## src/hw/ras_consts.svh

```systemverilog
/*
 * Constants of the remote alias, status and pin-zero register slice: offsets,
 * field positions, reset values and widths.
 * Assumes inclusion by bare name from the package and the design modules.
 */
`ifndef RAS_CONSTS_SVH
`define RAS_CONSTS_SVH

// ==========================================================================
// Register offsets
`define RAS_OFF_TARGET_REAL   8'h07
`define RAS_OFF_TARGET_ALIAS  8'h08
`define RAS_OFF_CRC_LOW       8'h0A
`define RAS_OFF_CRC_HIGH      8'h0B
`define RAS_OFF_HEALTH        8'h0C
`define RAS_OFF_PIN_ZERO      8'h0D

// ==========================================================================
// Field positions
`define RAS_ADDR_MSB          7
`define RAS_ADDR_LSB          1
`define RAS_HLT_SELFTEST      3
`define RAS_HLT_PCLK          2
`define RAS_HLT_DES_ERR       1
`define RAS_HLT_LINK          0
`define RAS_PZ_LEVEL          3
`define RAS_PZ_MODE_MSB       2
`define RAS_PZ_REV_LSB        4

// ==========================================================================
// Reset values and widths
`define RAS_RST_ADDR          7'h00
`define RAS_RST_COUNT         16'h0000
`define RAS_RST_LEVEL         1'b0
`define RAS_RST_MODE          3'h0
`define RAS_RST_RDATA         8'h00
`define RAS_COUNT_MAX         16'hFFFF
`define RAS_PORTS             2

`endif

```

## src/hw/ras_pkg.sv

```systemverilog
/*
 * Types shared by the register slice and its pin-zero driver.
 * Assumes ras_consts.svh for widths.
 */
`include "ras_consts.svh"

package ras_pkg;

  // ========================================================================
  // Register port request from the serial control bus engine
  typedef struct packed {
    logic       wr;
    logic       rd;
    logic [7:0] addr;
    logic [7:0] wdata;
  } ras_reg_req_t;

  // ========================================================================
  // Forwarded transaction address lookup
  typedef struct packed {
    logic       valid;
    logic       port;
    logic [6:0] addr;
  } ras_fwd_req_t;

  typedef struct packed {
    logic       valid;
    logic       hit;
    logic [6:0] addr;
  } ras_fwd_ans_t;

  // ========================================================================
  // Pin-zero drive
  typedef struct packed {
    logic level;
    logic oe;
    logic func_sel;
  } ras_pin_drive_t;

endpackage

```

## src/hw/ras_pin_zero.sv

```systemverilog
/*
 * Drive logic of one pin zero: decodes the mode field and chooses between the
 * local level, the remote level and the held value.
 * Assumes the remote level is only meaningful while link_up_in is high.
 */
`timescale 1ns/1ns
`include "ras_consts.svh"

module ras_pin_zero (
  // Clock and reset
  input  wire logic               core_clk_in,
  input  wire logic               sys_rst_in,
  // Configuration
  input  wire logic [2:0]         mode_in,
  input  wire logic               local_level_in,
  // Remote side
  input  wire logic               remote_level_in,
  input  wire logic               link_up_in,
  // Pin
  output ras_pkg::ras_pin_drive_t drive_out
);

  ras_pkg::ras_pin_drive_t drive_d;
  ras_pkg::ras_pin_drive_t drive_q;

  // ========================================================================
  // Mode decode
  always_comb begin
    drive_d          = '0;
    drive_d.level    = drive_q.level;
    case (mode_in)
      3'h0, 3'h4: begin
        drive_d.func_sel = 1'b1;
      end
      3'h2, 3'h6: begin
        drive_d.oe = 1'b0;
      end
      3'h1: begin
        drive_d.oe    = 1'b1;
        drive_d.level = local_level_in;
      end
      3'h3: begin
        drive_d.oe = 1'b0;
      end
      3'h5: begin
        drive_d.oe = 1'b1;
        // Without link the last driven value is held.
        if (link_up_in) begin
          drive_d.level = remote_level_in;
        end
      end
      3'h7: begin
        drive_d.oe    = 1'b1;
        drive_d.level = link_up_in ? remote_level_in : local_level_in;
      end
      default: begin
        drive_d.oe = 1'b0;
      end
    endcase
  end

  always_ff @(posedge core_clk_in) begin
    if (sys_rst_in) begin
      drive_q <= '0;
    end else begin
      drive_q <= drive_d;
    end
  end

  assign drive_out = drive_q;

endmodule

```

## src/hw/ras_regs.sv

```systemverilog
/*
 * Remote alias, CRC error count, link health and pin-zero register slice,
 * banked for two serial ports.
 * Assumes a serial control bus engine that presents byte reads and writes on
 * the register port, and link logic that reports events synchronous to the
 * reference clock.
 * The two count bytes are read one at a time and are not latched together, so
 * software that reads while errors arrive can see a torn 16-bit value.
 * The lookup port names its own link, so forwarding does not depend on which
 * bank the register port happens to select.
 */
`timescale 1ns/1ns
`include "ras_consts.svh"

module ras_regs #(
  parameter int         PORTS        = `RAS_PORTS,
  // Value is arbitrary and names no real part.
  parameter logic [3:0] SILICON_REV  = 4'h1
) (
  // Clock and reset
  input  wire logic                   core_clk_in,
  input  wire logic                   sys_rst_in,
  // Register port
  input  wire ras_pkg::ras_reg_req_t  reg_req_in,
  output ras_pkg::ras_reg_req_t       reg_unused_out,
  output logic [7:0]                  reg_rdata_out,
  // Controls held in other registers
  input  wire logic                   second_port_select_in,
  input  wire logic                   crc_error_reset_in,
  // Per-port link events
  input  wire logic [PORTS-1:0]       link_detect_in,
  input  wire logic [PORTS-1:0]       backchannel_crc_err_in,
  input  wire logic [PORTS-1:0]       selftest_active_in,
  input  wire logic [PORTS-1:0]       selftest_restart_in,
  input  wire logic [PORTS-1:0]       remote_level_in,
  // Pixel clock monitor
  input  wire logic                   pclk_valid_in,
  input  wire logic                   pclk_out_of_range_in,
  // Forwarded transaction lookup
  input  wire ras_pkg::ras_fwd_req_t  fwd_req_in,
  output ras_pkg::ras_fwd_ans_t       fwd_ans_out,
  // Pin zero and second_port_pin_zero
  output ras_pkg::ras_pin_drive_t [PORTS-1:0] pin_zero_out
);

  // ========================================================================
  // Storage
  // Per-port address pair used by both the register port and the lookup.
  logic [6:0]  target_real_address_q  [PORTS];
  logic [6:0]  target_alias_address_q [PORTS];
  // Per-port error record; the count saturates rather than wrapping.
  logic [15:0] crc_count_q            [PORTS];
  logic        selftest_checksum_error_q [PORTS];
  logic        des_error_q            [PORTS];
  // Per-port pin-zero setup.
  logic        pin_zero_local_level_q [PORTS];
  logic [2:0]  pin_zero_mode_q        [PORTS];
  // Shared state: the pixel input exists once, not per link.
  logic        pclk_detect_q;
  // Register port and lookup pipeline.
  logic [7:0]  rdata_q;
  logic [7:0]  rdata_d;
  ras_pkg::ras_fwd_ans_t fwd_ans_q;
  ras_pkg::ras_fwd_ans_t fwd_ans_d;
  ras_pkg::ras_reg_req_t unused_q;
  logic        sel;

  assign sel = second_port_select_in;

  // True when a write strikes the given offset.
  function automatic logic hit_wr(input ras_pkg::ras_reg_req_t req, input logic [7:0] off);
    hit_wr = req.wr && (req.addr == off);
  endfunction

  // True when the target entry is usable: both addresses non-zero.
  // Used by the lookup; a zero in either field disables the target.
  function automatic logic entry_live(input logic [6:0] real_a, input logic [6:0] alias_a);
    entry_live = (real_a != `RAS_RST_ADDR) && (alias_a != `RAS_RST_ADDR);
  endfunction

  // ========================================================================
  // Per-port state
  // Every port keeps its own copy of each banked field. Writes reach only the
  // bank that the select names; the error logic of every port runs always.
  for (genvar p = 0; p < PORTS; p++) begin : g_port
    logic bank;
    assign bank = (sel == 1'(p));

    // Address registers. Bit 0 of each byte is reserved and is dropped on
    // write, so a read always returns it as zero.
    always_ff @(posedge core_clk_in) begin
      if (sys_rst_in) begin
        target_real_address_q[p]  <= `RAS_RST_ADDR;
        target_alias_address_q[p] <= `RAS_RST_ADDR;
      end else begin
        if (bank && hit_wr(reg_req_in, `RAS_OFF_TARGET_REAL)) begin
          target_real_address_q[p] <=
            reg_req_in.wdata[`RAS_ADDR_MSB:`RAS_ADDR_LSB];
        end
        if (bank && hit_wr(reg_req_in, `RAS_OFF_TARGET_ALIAS)) begin
          target_alias_address_q[p] <=
            reg_req_in.wdata[`RAS_ADDR_MSB:`RAS_ADDR_LSB];
        end
      end
    end

    // Back-channel CRC error count. The reset control is a level, so the
    // count sits at zero for as long as software leaves it set. An error that
    // lands in a cycle with the control set is lost on purpose: the count
    // restarts only from errors seen after software writes the control back.
    // Saturation keeps a long error burst from reading as a small number.
    always_ff @(posedge core_clk_in) begin
      if (sys_rst_in) begin
        crc_count_q[p] <= `RAS_RST_COUNT;
      end else if (crc_error_reset_in) begin
        crc_count_q[p] <= `RAS_RST_COUNT;
      end else if (backchannel_crc_err_in[p] && crc_count_q[p] != `RAS_COUNT_MAX) begin
        crc_count_q[p] <= crc_count_q[p] + 16'h0001;
      end
    end

    // Error flags. Clearing conditions are levels that outrank new errors.
    // A self-test restart that meets an error in one cycle leaves the flag
    // clear, so the flag only reports errors of the run now in progress.
    // The running self-test decides which of the two flags an error sets.
    always_ff @(posedge core_clk_in) begin
      if (sys_rst_in) begin
        selftest_checksum_error_q[p] <= 1'b0;
      end else if (!link_detect_in[p] || selftest_restart_in[p] || crc_error_reset_in) begin
        selftest_checksum_error_q[p] <= 1'b0;
      end else if (backchannel_crc_err_in[p] && selftest_active_in[p]) begin
        selftest_checksum_error_q[p] <= 1'b1;
      end
    end

    // Normal-traffic error flag: only a link loss or the reset control clear
    // it, so one stray error stays visible until software looks.
    always_ff @(posedge core_clk_in) begin
      if (sys_rst_in) begin
        des_error_q[p] <= 1'b0;
      end else if (!link_detect_in[p] || crc_error_reset_in) begin
        des_error_q[p] <= 1'b0;
      end else if (backchannel_crc_err_in[p] && !selftest_active_in[p]) begin
        des_error_q[p] <= 1'b1;
      end
    end

    // Pin-zero configuration. Level and mode are written together by one byte;
    // the revision nibble of the same byte is read-only and is never stored.
    // The drive decode itself lives in the pin module, one per port.
    always_ff @(posedge core_clk_in) begin
      if (sys_rst_in) begin
        pin_zero_local_level_q[p] <= `RAS_RST_LEVEL;
        pin_zero_mode_q[p]        <= `RAS_RST_MODE;
      end else if (bank && hit_wr(reg_req_in, `RAS_OFF_PIN_ZERO)) begin
        pin_zero_local_level_q[p] <= reg_req_in.wdata[`RAS_PZ_LEVEL];
        pin_zero_mode_q[p]        <= reg_req_in.wdata[`RAS_PZ_MODE_MSB:0];
      end
    end

    // The pin flop adds one cycle, so a new setup shows on the pin two edges
    // after the write strobe.
    ras_pin_zero u_pin_zero (
      .core_clk_in     (core_clk_in),
      .sys_rst_in      (sys_rst_in),
      .mode_in         (pin_zero_mode_q[p]),
      .local_level_in  (pin_zero_local_level_q[p]),
      .remote_level_in (remote_level_in[p]),
      .link_up_in      (link_detect_in[p]),
      .drive_out       (pin_zero_out[p])
    );
  end

  // ========================================================================
  // Pixel clock detect
  // The flag only falls on an explicit out-of-range report: a clock that
  // simply stops leaves no report, so the last valid state persists.
  // When both reports arrive together the valid report wins, so a monitor
  // that glitches between the two cannot hide a running clock.
  always_ff @(posedge core_clk_in) begin
    if (sys_rst_in) begin
      pclk_detect_q <= 1'b0;
    end else if (pclk_valid_in) begin
      pclk_detect_q <= 1'b1;
    end else if (pclk_out_of_range_in) begin
      pclk_detect_q <= 1'b0;
    end
  end

  // ========================================================================
  // Read mux
  // The bank is chosen by the select level in the cycle of the read strobe.
  // The link bit shows the live input rather than a stored copy, so a read
  // always reports the state of the cable at that moment.
  // Unmapped offsets and reserved bits read as zero.
  always_comb begin
    logic p;
    p       = sel;
    rdata_d = `RAS_RST_RDATA;
    case (reg_req_in.addr)
      `RAS_OFF_TARGET_REAL: begin
        rdata_d[`RAS_ADDR_MSB:`RAS_ADDR_LSB] = target_real_address_q[p];
      end
      `RAS_OFF_TARGET_ALIAS: begin
        rdata_d[`RAS_ADDR_MSB:`RAS_ADDR_LSB] = target_alias_address_q[p];
      end
      `RAS_OFF_CRC_LOW: begin
        rdata_d = crc_count_q[p][7:0];
      end
      `RAS_OFF_CRC_HIGH: begin
        rdata_d = crc_count_q[p][15:8];
      end
      `RAS_OFF_HEALTH: begin
        rdata_d[`RAS_HLT_SELFTEST] = selftest_checksum_error_q[p];
        rdata_d[`RAS_HLT_PCLK]     = pclk_detect_q;
        rdata_d[`RAS_HLT_DES_ERR]  = des_error_q[p];
        rdata_d[`RAS_HLT_LINK]     = link_detect_in[p];
      end
      `RAS_OFF_PIN_ZERO: begin
        rdata_d[7:`RAS_PZ_REV_LSB]    = SILICON_REV;
        rdata_d[`RAS_PZ_LEVEL]        = pin_zero_local_level_q[p];
        rdata_d[`RAS_PZ_MODE_MSB:0]   = pin_zero_mode_q[p];
      end
      default: begin
        rdata_d = `RAS_RST_RDATA;
      end
    endcase
  end

  // Read data is captured on a read strobe and then held until the next one.
  // A write in the same cycle as a read lands after it, so the read returns
  // the old value.
  always_ff @(posedge core_clk_in) begin
    if (sys_rst_in) begin
      rdata_q <= `RAS_RST_RDATA;
    end else if (reg_req_in.rd) begin
      rdata_q <= rdata_d;
    end
  end

  // ========================================================================
  // Alias lookup for forwarded transactions
  // The answer is registered, so it stands for exactly one cycle after the
  // request. An entry with either address at zero never matches, which also
  // keeps a cleared alias from catching transactions to address zero.
  always_comb begin
    fwd_ans_d       = '0;
    fwd_ans_d.valid = fwd_req_in.valid;
    if (fwd_req_in.valid
        && entry_live(target_real_address_q[fwd_req_in.port],
                      target_alias_address_q[fwd_req_in.port])
        && fwd_req_in.addr == target_alias_address_q[fwd_req_in.port]) begin
      fwd_ans_d.hit  = 1'b1;
      fwd_ans_d.addr = target_real_address_q[fwd_req_in.port];
    end
  end

  always_ff @(posedge core_clk_in) begin
    if (sys_rst_in) begin
      fwd_ans_q <= '0;
    end else begin
      fwd_ans_q <= fwd_ans_d;
    end
  end

  // ========================================================================
  // Spare request output
  // The spare output carries nothing yet; it comes from a flop held at zero
  // so that every output of the slice is registered.
  always_ff @(posedge core_clk_in) begin
    if (sys_rst_in) begin
      unused_q <= '0;
    end else begin
      unused_q <= '0;
    end
  end

  // ========================================================================
  // Outputs
  assign fwd_ans_out    = fwd_ans_q;
  assign reg_rdata_out  = rdata_q;
  assign reg_unused_out = unused_q;

endmodule

```

## config.mk

```make
export PLATFORM = sky130hd
export DESIGN_NAME = ras_regs
export DESIGN_NICKNAME = d
export VERILOG_FILES = /design/src/hw/ras_pkg.sv /design/src/hw/ras_pin_zero.sv /design/src/hw/ras_regs.sv
export VERILOG_INCLUDE_DIRS = /design/src /design/src/hw
export SDC_FILE = /design/constraint.sdc
export NUM_CORES = 1
export LEC_CHECK = 0
export BUFFER_PORTS_ARGS = -buffer_cell sky130_fd_sc_hd__buf_2
export CAP_MARGIN = 20
export CORE_MARGIN = 4
export CORE_UTILIZATION = 60
export DETAILED_ROUTE_END_ITERATION = 12
export PLACE_DENSITY = 0.82
export SLEW_MARGIN = 10
export SYNTH_ARGS = -nofsm -noshare
export SYNTH_HDL_FRONTEND = slang
export SYNTH_SLANG_ARGS = --single-unit
```

## constraint.sdc

```tcl
create_clock -name core_clk_in -period 4.17 [get_ports core_clk_in]
set_input_delay 0.6255 -clock core_clk_in [delete_from_list [all_inputs] [get_ports core_clk_in]]
set_output_delay 0.6255 -clock core_clk_in [all_outputs]
set_load 0.005 [all_outputs]
```

==> impl_summary.md, run 1 <==
Status
The run finished with clean final reports.

Logic synthesis
The number of synthesized flops with an enable pin is 72. Sorting the synthesized cells by area gives the leading types as edfxtp_1 (41%), mux2i_1 (9.4%), dfxtp_1 (9.2%). The cell area after technology mapping is around 5200 um^2.

After synthesis the netlist holds a flip-flop and latch count of 96. The post-synthesis cell type with the largest combined area is edfxtp_1. After synthesis, flip-flops and latches occupy 50.4% of the total area. The synthesized netlist contains 56 unique library cells. The share of the synthesized area in the top cell type is 41.3%. For this run, the leading register cell type out of synthesis is edfxtp_1. The number of warnings issued by yosys is 0. Synthesis produced a netlist whose cell count is approximately 490. The post-synthesis area per instance is between 10 and 15 um^2.

Counting flops with an async set or reset pin after synthesis yields a share of 0%.

Global routing
The via count of the first global-routing pass is 3,721. Global routing used 24.5% of the available tracks. The total global routing overflow is 0. The number of antenna violations at the first check in global routing came to 0.

The first global-routing pass estimated slightly below 20,000 um of wire. The maximum number of pins on one net before global-route repair is 39.

Setup path
Of all nets on the critical path, the largest fanout is 27. STA puts the critical path data required time at about 4.2 ns. Measured in cells, the most critical reg-to-reg path has a length of 5.

The worst setup path is launched from an input port. The most used cell along the critical path is nand2_1. Walking the worst path, the cells encountered are buf_2 -> nor2_1 -> nand2_1 -> a31o_2 -> nand2_1. At the worst endpoint, the arrival time is 2.56 ns. The critical path is of the in2reg type.

The worst setup path is captured at a flip-flop. The delay of the slowest cell on the worst path is around 0.56 ns. The largest individual stage delay along the critical path comes from the cell nor2_1.

Clocking
For this design, the sink count on the clock tree is 96. The clock tree from TritonCTS is done. Buffers inserted to repair hold after CTS numbered 0. The clock passes through at most 2 buffers. Clock-pin slew was measured on the worst setup and hold paths at around 0.10 ns. Buffers inserted during clock tree synthesis total 9. CTS placed an instance of clkbuf_8 at the clock tree root. The later-pin clock latency in the skew report is between 0.3 and 0.4 ns. The number of H-tree branching levels is 3. The number of instances resized during post-cts repair is 0. The post-CTS setup repair buffer count is 0.

Die
The effective utilization at floorplan is a little over three fifths. The core area is between 8000 and 9000 um^2. During I/O placement, the number of pins put on the boundary was 84. From left edge to right edge, the die measures 101 um. The die covers about 10,000 um^2. The floorplan has 33 rows. The die boundary height is between 100 and 150 um.

Route
Across all layers, the routed design uses slightly above 4,000 vias. In the final routed layout, each cell accounts on average for 18.8 um. The via count normalized by instance count is between 6 and 7. In this run the remaining antenna-violating nets after routing total 0. The final layout contains routed wiring with a total length of about 12,000 um. The detailed-route DRC error count is 0. The total iterations of the first detailed-routing run is 5. The number of violations reported at the end of detailed-routing iteration 0 is about 340.

Final layout
The area growth from synthesis to layout is 9.00%. 0 antenna diodes ended up in the layout. Cells with a size suffix above 1 make up about 17% of the layout. The post-route non-filler standard cell count is about 660. The utilization after layout is 68.5%. After the last flow step, the layout net total stands at ~590. The finished layout cell area is 5710 um^2.

Power and ir drop
Overall power consumption after layout is estimated at approximately 1.9 mW. The worst ir drop on vdd is between 200 and 250 uV. The power density relative to cell area is ~330 nW/um^2.

The leakage dissipation is 2.25 nW.

STA
The fmax is 0.390 GHz. The time the final worst path needs with I/O delays and setup is 2.56 ns. Headroom to the max-slew limit came out at around 30%. Of the available clock period, the critical path in the final layout requires between 60 and 70%. The count of final hold-check violations was 0.

The setup TNS after final layout is 0 ns. The count of endpoints failing setup in the final report is 0. The number of max-slew violations in the final report is 0. Clock skew on the completed layout was measured at roughly 0.015 ns. Setup repair after global routing left no endpoint under its margin. At the pin with the least slew margin, the transition time is between 1 and 1.5 ns.

Flow run
The tool flagged a number of max-cap violations equal to 0.

Min path
The path class of the tightest hold or removal check is reg2reg. The worst hold path was traced through 2 stages.

Placed design
The post-detailed-placement cell area is roughly 5500 um^2. Routability-driven placement finished with a final weighted congestion of between 0.8 and 0.9. Once detailed placement completed, the half-perimeter wirelength came to a little over 9000 um. The number of cells in the design after placement is 640. The number of buffers added on ports is 65.
## sequential cells by signal, summed over array words and instances (netlist names)
signal / count
target_alias_address_q: 14
crc_count_q: 32
pin_zero_mode_q: 6
des_error_q: 2
reg_rdata_out: 8
target_real_address_q: 14
g_port.u_pin_zero.drive_out: 6
selftest_checksum_error_q: 2
pclk_detect_q: 1
fwd_ans_out: 9
pin_zero_local_level_q: 2
## power breakdown
| group | switching (mW) | leakage [nW] | internal [mW] |
|---|---|---|---|
| logic | 0.109 | 1.21 | 0.0716 |
| clock network | 0.348 | 0.0977 | 0.229 |
| registers | 0.0466 | 0.950 | 1.07 |
| total | 0.504 | 2.25 | 1.37 |
## cell families (layout without fill, tap and decap cells)
| logic type | count (synthesis) | after routing | share of synthesized area (%) |
|---|---|---|---|
| other | 1 | 18 | 0.0716 |
| multiplexers | 49 | 49 | 9.36 |
| buffers and inverters | 51 | 91 | 5.21 |
| AND/OR/NAND/NOR | 202 | 202 | 21.4 |
| adder cells (fa/ha/maj) | 2 | 2 | 0.477 |
| flip-flops | 96 | 96 | 50.4 |
| XOR/XNOR | 31 | 31 | 5.18 |
| AO/OA/AOI/OAI | 62 | 62 | 7.86 |
## per-layer routing
layer | vias up | GRT usage [%] | wire length [um]
li1 | 1895 | - | -
met1 | 1900 | 34.8 | 5020
met2 | 247 | 38.1 | 5650
met3 | 44 | 3.58 | 1210
met4 | 0 | 9.61 | 452
met5 | - | 0 | 0
## final timing paths
path                      from            endpoint  slack, ns
max                 sys_rst_in   crc_count_q[0][7]       1.61
min           reg_rdata_out[6]    reg_rdata_out[6]       0.47
max reg2reg  crc_count_q[1][1]  crc_count_q[1][13]       1.62
min reg2reg   reg_rdata_out[6]    reg_rdata_out[6]       0.47
## cell usage after synthesis, types with 13 or more instances
master,count
and2_1,38
buf_4,18
dfxtp_1,24
edfxtp_1,72
mux2i_1,49
nand2_1,31
nand3_1,18
nor2_1,42
nor4_1,16
o21ai_0,14
o22ai_1,13
xor2_1,25
## critical path: cells and delay by family
kind / cells / cell delay (ns)
and+or+nand+nor: 3 / 1.30
AOI/OAI and AO/OA: 1 / 0.36
buffers and inverters: 1 / 0.27
## area by class of cell
cell class | instances | area, um^2
Tap cell | 105 | 131
Timing Repair Buffer | 65 | 325
Inverter | 10 | 37.5
Clock inverter | 7 | 62.6
Sequential cell | 96 | 2640
Multi-Input combinational cell | 364 | 2390
Fill cell | 651 | 2630
Clock buffer | 9 | 124
## placed cells by master, fill, tap and decap left out, types with 3 or more instances in the layout
cell      count
inv_1         9
nor4_1       16
nor3_1       12
o21bai_1      6
conb_1       18
xnor2_1       6
nand4_1       8
a21oi_1       8
and4_1        4
nand4b_1      4
o211ai_1      3
and2_1       38
inv_6         3
nand2_1      31
xor2_1       25
clkbuf_8      9
nor2_1       42
a211oi_1      4
dfxtp_1      24
o22ai_1      13
mux2i_1      49
nand2b_1      3
buf_2        65
o21ai_0      14
and3_1        5
nand3_1      18
edfxtp_1     72
## through the flow
stage | worst slack (ns) | hold WS, ns
global placement | 1.38 | 0.446
detailed placement | 1.26 | 0.450
floorplan | 1.73 | 0.447
finish | 1.61 | 0.470
CTS | 1.63 | 0.469
global route | 1.48 | 0.470
No activity file was read; power rests on OpenSTA's default activity.
==> run 2, diff against run 1 <==
--- a/config.mk
+++ b/config.mk
@@ -9,9 +9,9 @@
 export BUFFER_PORTS_ARGS = -buffer_cell sky130_fd_sc_hd__buf_2
 export CAP_MARGIN = 20
 export CORE_MARGIN = 4
-export CORE_UTILIZATION = 60
+export CORE_UTILIZATION = 51
 export DETAILED_ROUTE_END_ITERATION = 12
-export PLACE_DENSITY = 0.82
+export PLACE_DENSITY = 0.74
 export SLEW_MARGIN = 10
 export SYNTH_ARGS = -nofsm -noshare
 export SYNTH_HDL_FRONTEND = slang
==> constraint.sdc (replaced) <==
create_clock -name core_clk_in -period 2.2 [get_ports core_clk_in]
set_input_delay 0.33 -clock core_clk_in [delete_from_list [all_inputs] [get_ports core_clk_in]]
set_output_delay 0.33 -clock core_clk_in [all_outputs]
set_load 0.005 [all_outputs]
==> impl_summary.md, run 2 (synthesis results as in run 1) <==
Die
The effective utilization at floorplan came to 52.9% (-9.9 points). The number of placement rows is 36 (+9.1%). The core area is 9910 um^2 (+19%). The die boundary height was 109 um (+7.8%). The die extent in x is 109 um (+7.8%).

The boundary pin count is 84 (unchanged). The die area was 12,000 um^2 (+16%).

STA
Static timing analysis puts the maximum clock frequency at between 0.4 and 0.5 GHz. The worst-margin pin slew came to 0.482 ns (-0.559 ns). The share of the clock period used by the worst path is 92.8%.

Setup repair after global routing left no endpoint under its margin. The count of endpoints failing setup in the final report is 0 (unchanged). The number of max-slew violations in the final report came to 0 (unchanged). The count of final hold-check violations is 0 (unchanged). The worst-case hold slack came to 0.177 ns (-0.293 ns). The setup TNS after final layout is 0 ns (unchanged). The headroom to the max-slew limit was 67.0% (+36 points). The time the final worst path needs with I/O delays and setup is between 2 and 2.5 ns. The largest clock skew in the final design is 0.00990 ns (-0.00549 ns).

Route
The via count normalized by instance count was 5.76 (-7.5%). The detailed-route DRC error count came to 0 (unchanged). The via count came to 4,087 (+0.024%). The total wire length after detailed routing is 12,700 um (+3.1%). The total iterations of the first detailed-routing run was 6 (+1). The wire length per cell after detailed routing is 17.9 um (-4.6%). The final antenna-violating net count is 0 (unchanged). The number of violations reported at the end of detailed-routing iteration 0 is 366 (+7.3%).

Placed design
The routability congestion estimate from global placement is 0.875 (+0.66%). The number of buffers added on ports is 65 (unchanged). The estimated wirelength of the detail-placed design is 9800 um (+5.7%). The number of cells in the design after placement came to 693 (+8.3%).

Setup path
Traced cell by cell, the critical path runs through ha_1 -> and3_1 -> and4_1 -> a31o_2 -> nand2_2. STA classifies the critical path startpoint as a flip-flop. The highest net fanout along the worst path was 16 (-41%). The number of cells on the worst reg-to-reg path is 5 (unchanged). The critical path starts at crc_count_q[0][0]. The kind of end point of the critical path is a flip-flop. The delay of the slowest cell on the worst path is 0.46 ns (-0.10 ns). By startpoint and endpoint, the worst setup path is classified as reg2reg. The capture point of the critical path is crc_count_q[0][1].

The required arrival time at the worst endpoint was 2.24 ns (-1.93 ns). The worst register-to-register path ends at crc_count_q[0][1]. The slowest stage cell on the critical path is edfxtp_1. The worst register-to-register path begins at crc_count_q[0][0]. The slack of the worst reg-to-reg path came to 0.16 ns (-1.46 ns). The endpoint arrival time on the critical path is 2.08 ns (-0.48 ns).

Final layout
The post-route non-filler standard cell count came to 709 (+8.1%). The antenna diode instance count is 0 (unchanged). The library cells used most frequently in the layout, excluding fill and tap cells, are edfxtp_1 (72), buf_2 (65), mux2i_1 (49).

The number of filler instances in the final layout is 849 (+30%). The library cell used most frequently in the layout, excluding fill and tap cells, is edfxtp_1. The share of layout cells above drive strength 1 is 20.3% (+3.8 points). The area growth from synthesis to layout is 14.3%. In the final layout, the registers with the most flip-flops are crc_count_q x32, target_alias_address_q x14, target_real_address_q x14. The final net count is 616 (+4.2%). The utilization after layout is 60.4% (-8.1 points). The register containing the most flip-flops in the final layout is crc_count_q.

The number of flip-flops in the largest register is 32 (unchanged).

Clocking
The later-pin clock latency in the skew report came to 0.37 ns (about the same). The number of H-tree branching levels is 3 (unchanged). The CTS clock-pin slew for the worst setup and hold paths is 0.09 ns (about the same). The quantity of hold-fixing buffers added after cts is 0 (unchanged). The post-CTS setup repair buffer count came to 0 (unchanged). The count of clock tree sinks came to 96 (unchanged). The clock tree buffer depth is 2 (unchanged). The number of instances resized during post-cts repair is 0 (unchanged).

The cell at the root of the clock tree is clkbuf_8. The clock tree from TritonCTS is done. The number of buffers created by CTS is 9 (unchanged).

Power and ir drop
The leakage dissipation is 2.40 nW (+6.3%). The worst ir drop on vdd was 447 uV (+120%). The power density relative to cell area is 628 nW/um^2 (+92%).

Min path
The path class of the tightest hold or removal check is in2reg. The startpoint identified for the worst hold timing path is pclk_valid_in.

Global routing
The total global-route track usage came to 21.9% (-2.6 points). The via count of the first global-routing pass came to 3,864 (+3.8%). The total global routing overflow is 0 (unchanged). The number of antenna violations at the first check in global routing is 0 (unchanged). The maximum number of pins on one net before global-route repair is 27 (-31%). The global-route wire length before repair is 19,900 um (+3.5%).

Status
The run finished with clean final reports.

Flow run
The number of max-capacitance violations reported is 0 (unchanged).
[run 2: metrics by stage]
step	setup WS (ns)	instance area, um^2	total power [mW]
after global placement	0.227	5750	2.50
after floorplan	0.00492	5310	2.37
final	0.158	5990	3.76
after detailed placement	0.169	5750	2.51
after CTS	0.156	5990	3.77
after global routing	0.0660	5990	3.89
[run 2: power breakdown]
group / leakage [nW] / internal, mW / switching, mW
clock: 0.118 / 0.655 / 0.623
sequential: 0.950 / 2.02 / 0.0849
combinational: 1.33 / 0.156 / 0.219
total: 2.40 / 2.83 / 0.928
[run 2: layout make-up]
class / instances / area [um^2] / share of cell area (%)
flip-flops and latches: 96 / 2640 / 44.1
inverters: 10 / 37.5 / 0.627
clock inverters: 3 / 25.0 / 0.418
well taps: 133 / 166 / 2.78
clock buffers: 13 / 213 / 3.55
repair buffers: 90 / 513 / 8.57
multi-input cells: 364 / 2390 / 39.9
[run 2: how the worst min path moves through the flow]
stage	end	slack (ns)	depth (start not counted)
2_1_floorplan	pclk_detect_q	0.45	2
3_3_place_gp	reg_rdata_out[7]	0.44	2
3_5_place_dp	reg_rdata_out[7]	0.44	2
4_1_cts	pclk_detect_q	0.17	3
5_1_grt	pclk_detect_q	0.19	3
6_report	pclk_detect_q	0.18	3
[run 2: routing by layer]
layer  GRT usage, %  part of all wire, %
met5              0                    0
met4           8.19                  2.3
met3           2.64                  6.6
met2           33.2                   44
met1           32.2                   47
[run 2: critical path, delay by kind of cell, from the launching register on]
kind / cells / cell delay, ns
AND/OR/NAND/NOR: 3 / 0.73
flip-flops: 1 / 0.46
adder cells (fa/ha/maj): 1 / 0.26
AO/OA/AOI/OAI: 1 / 0.27
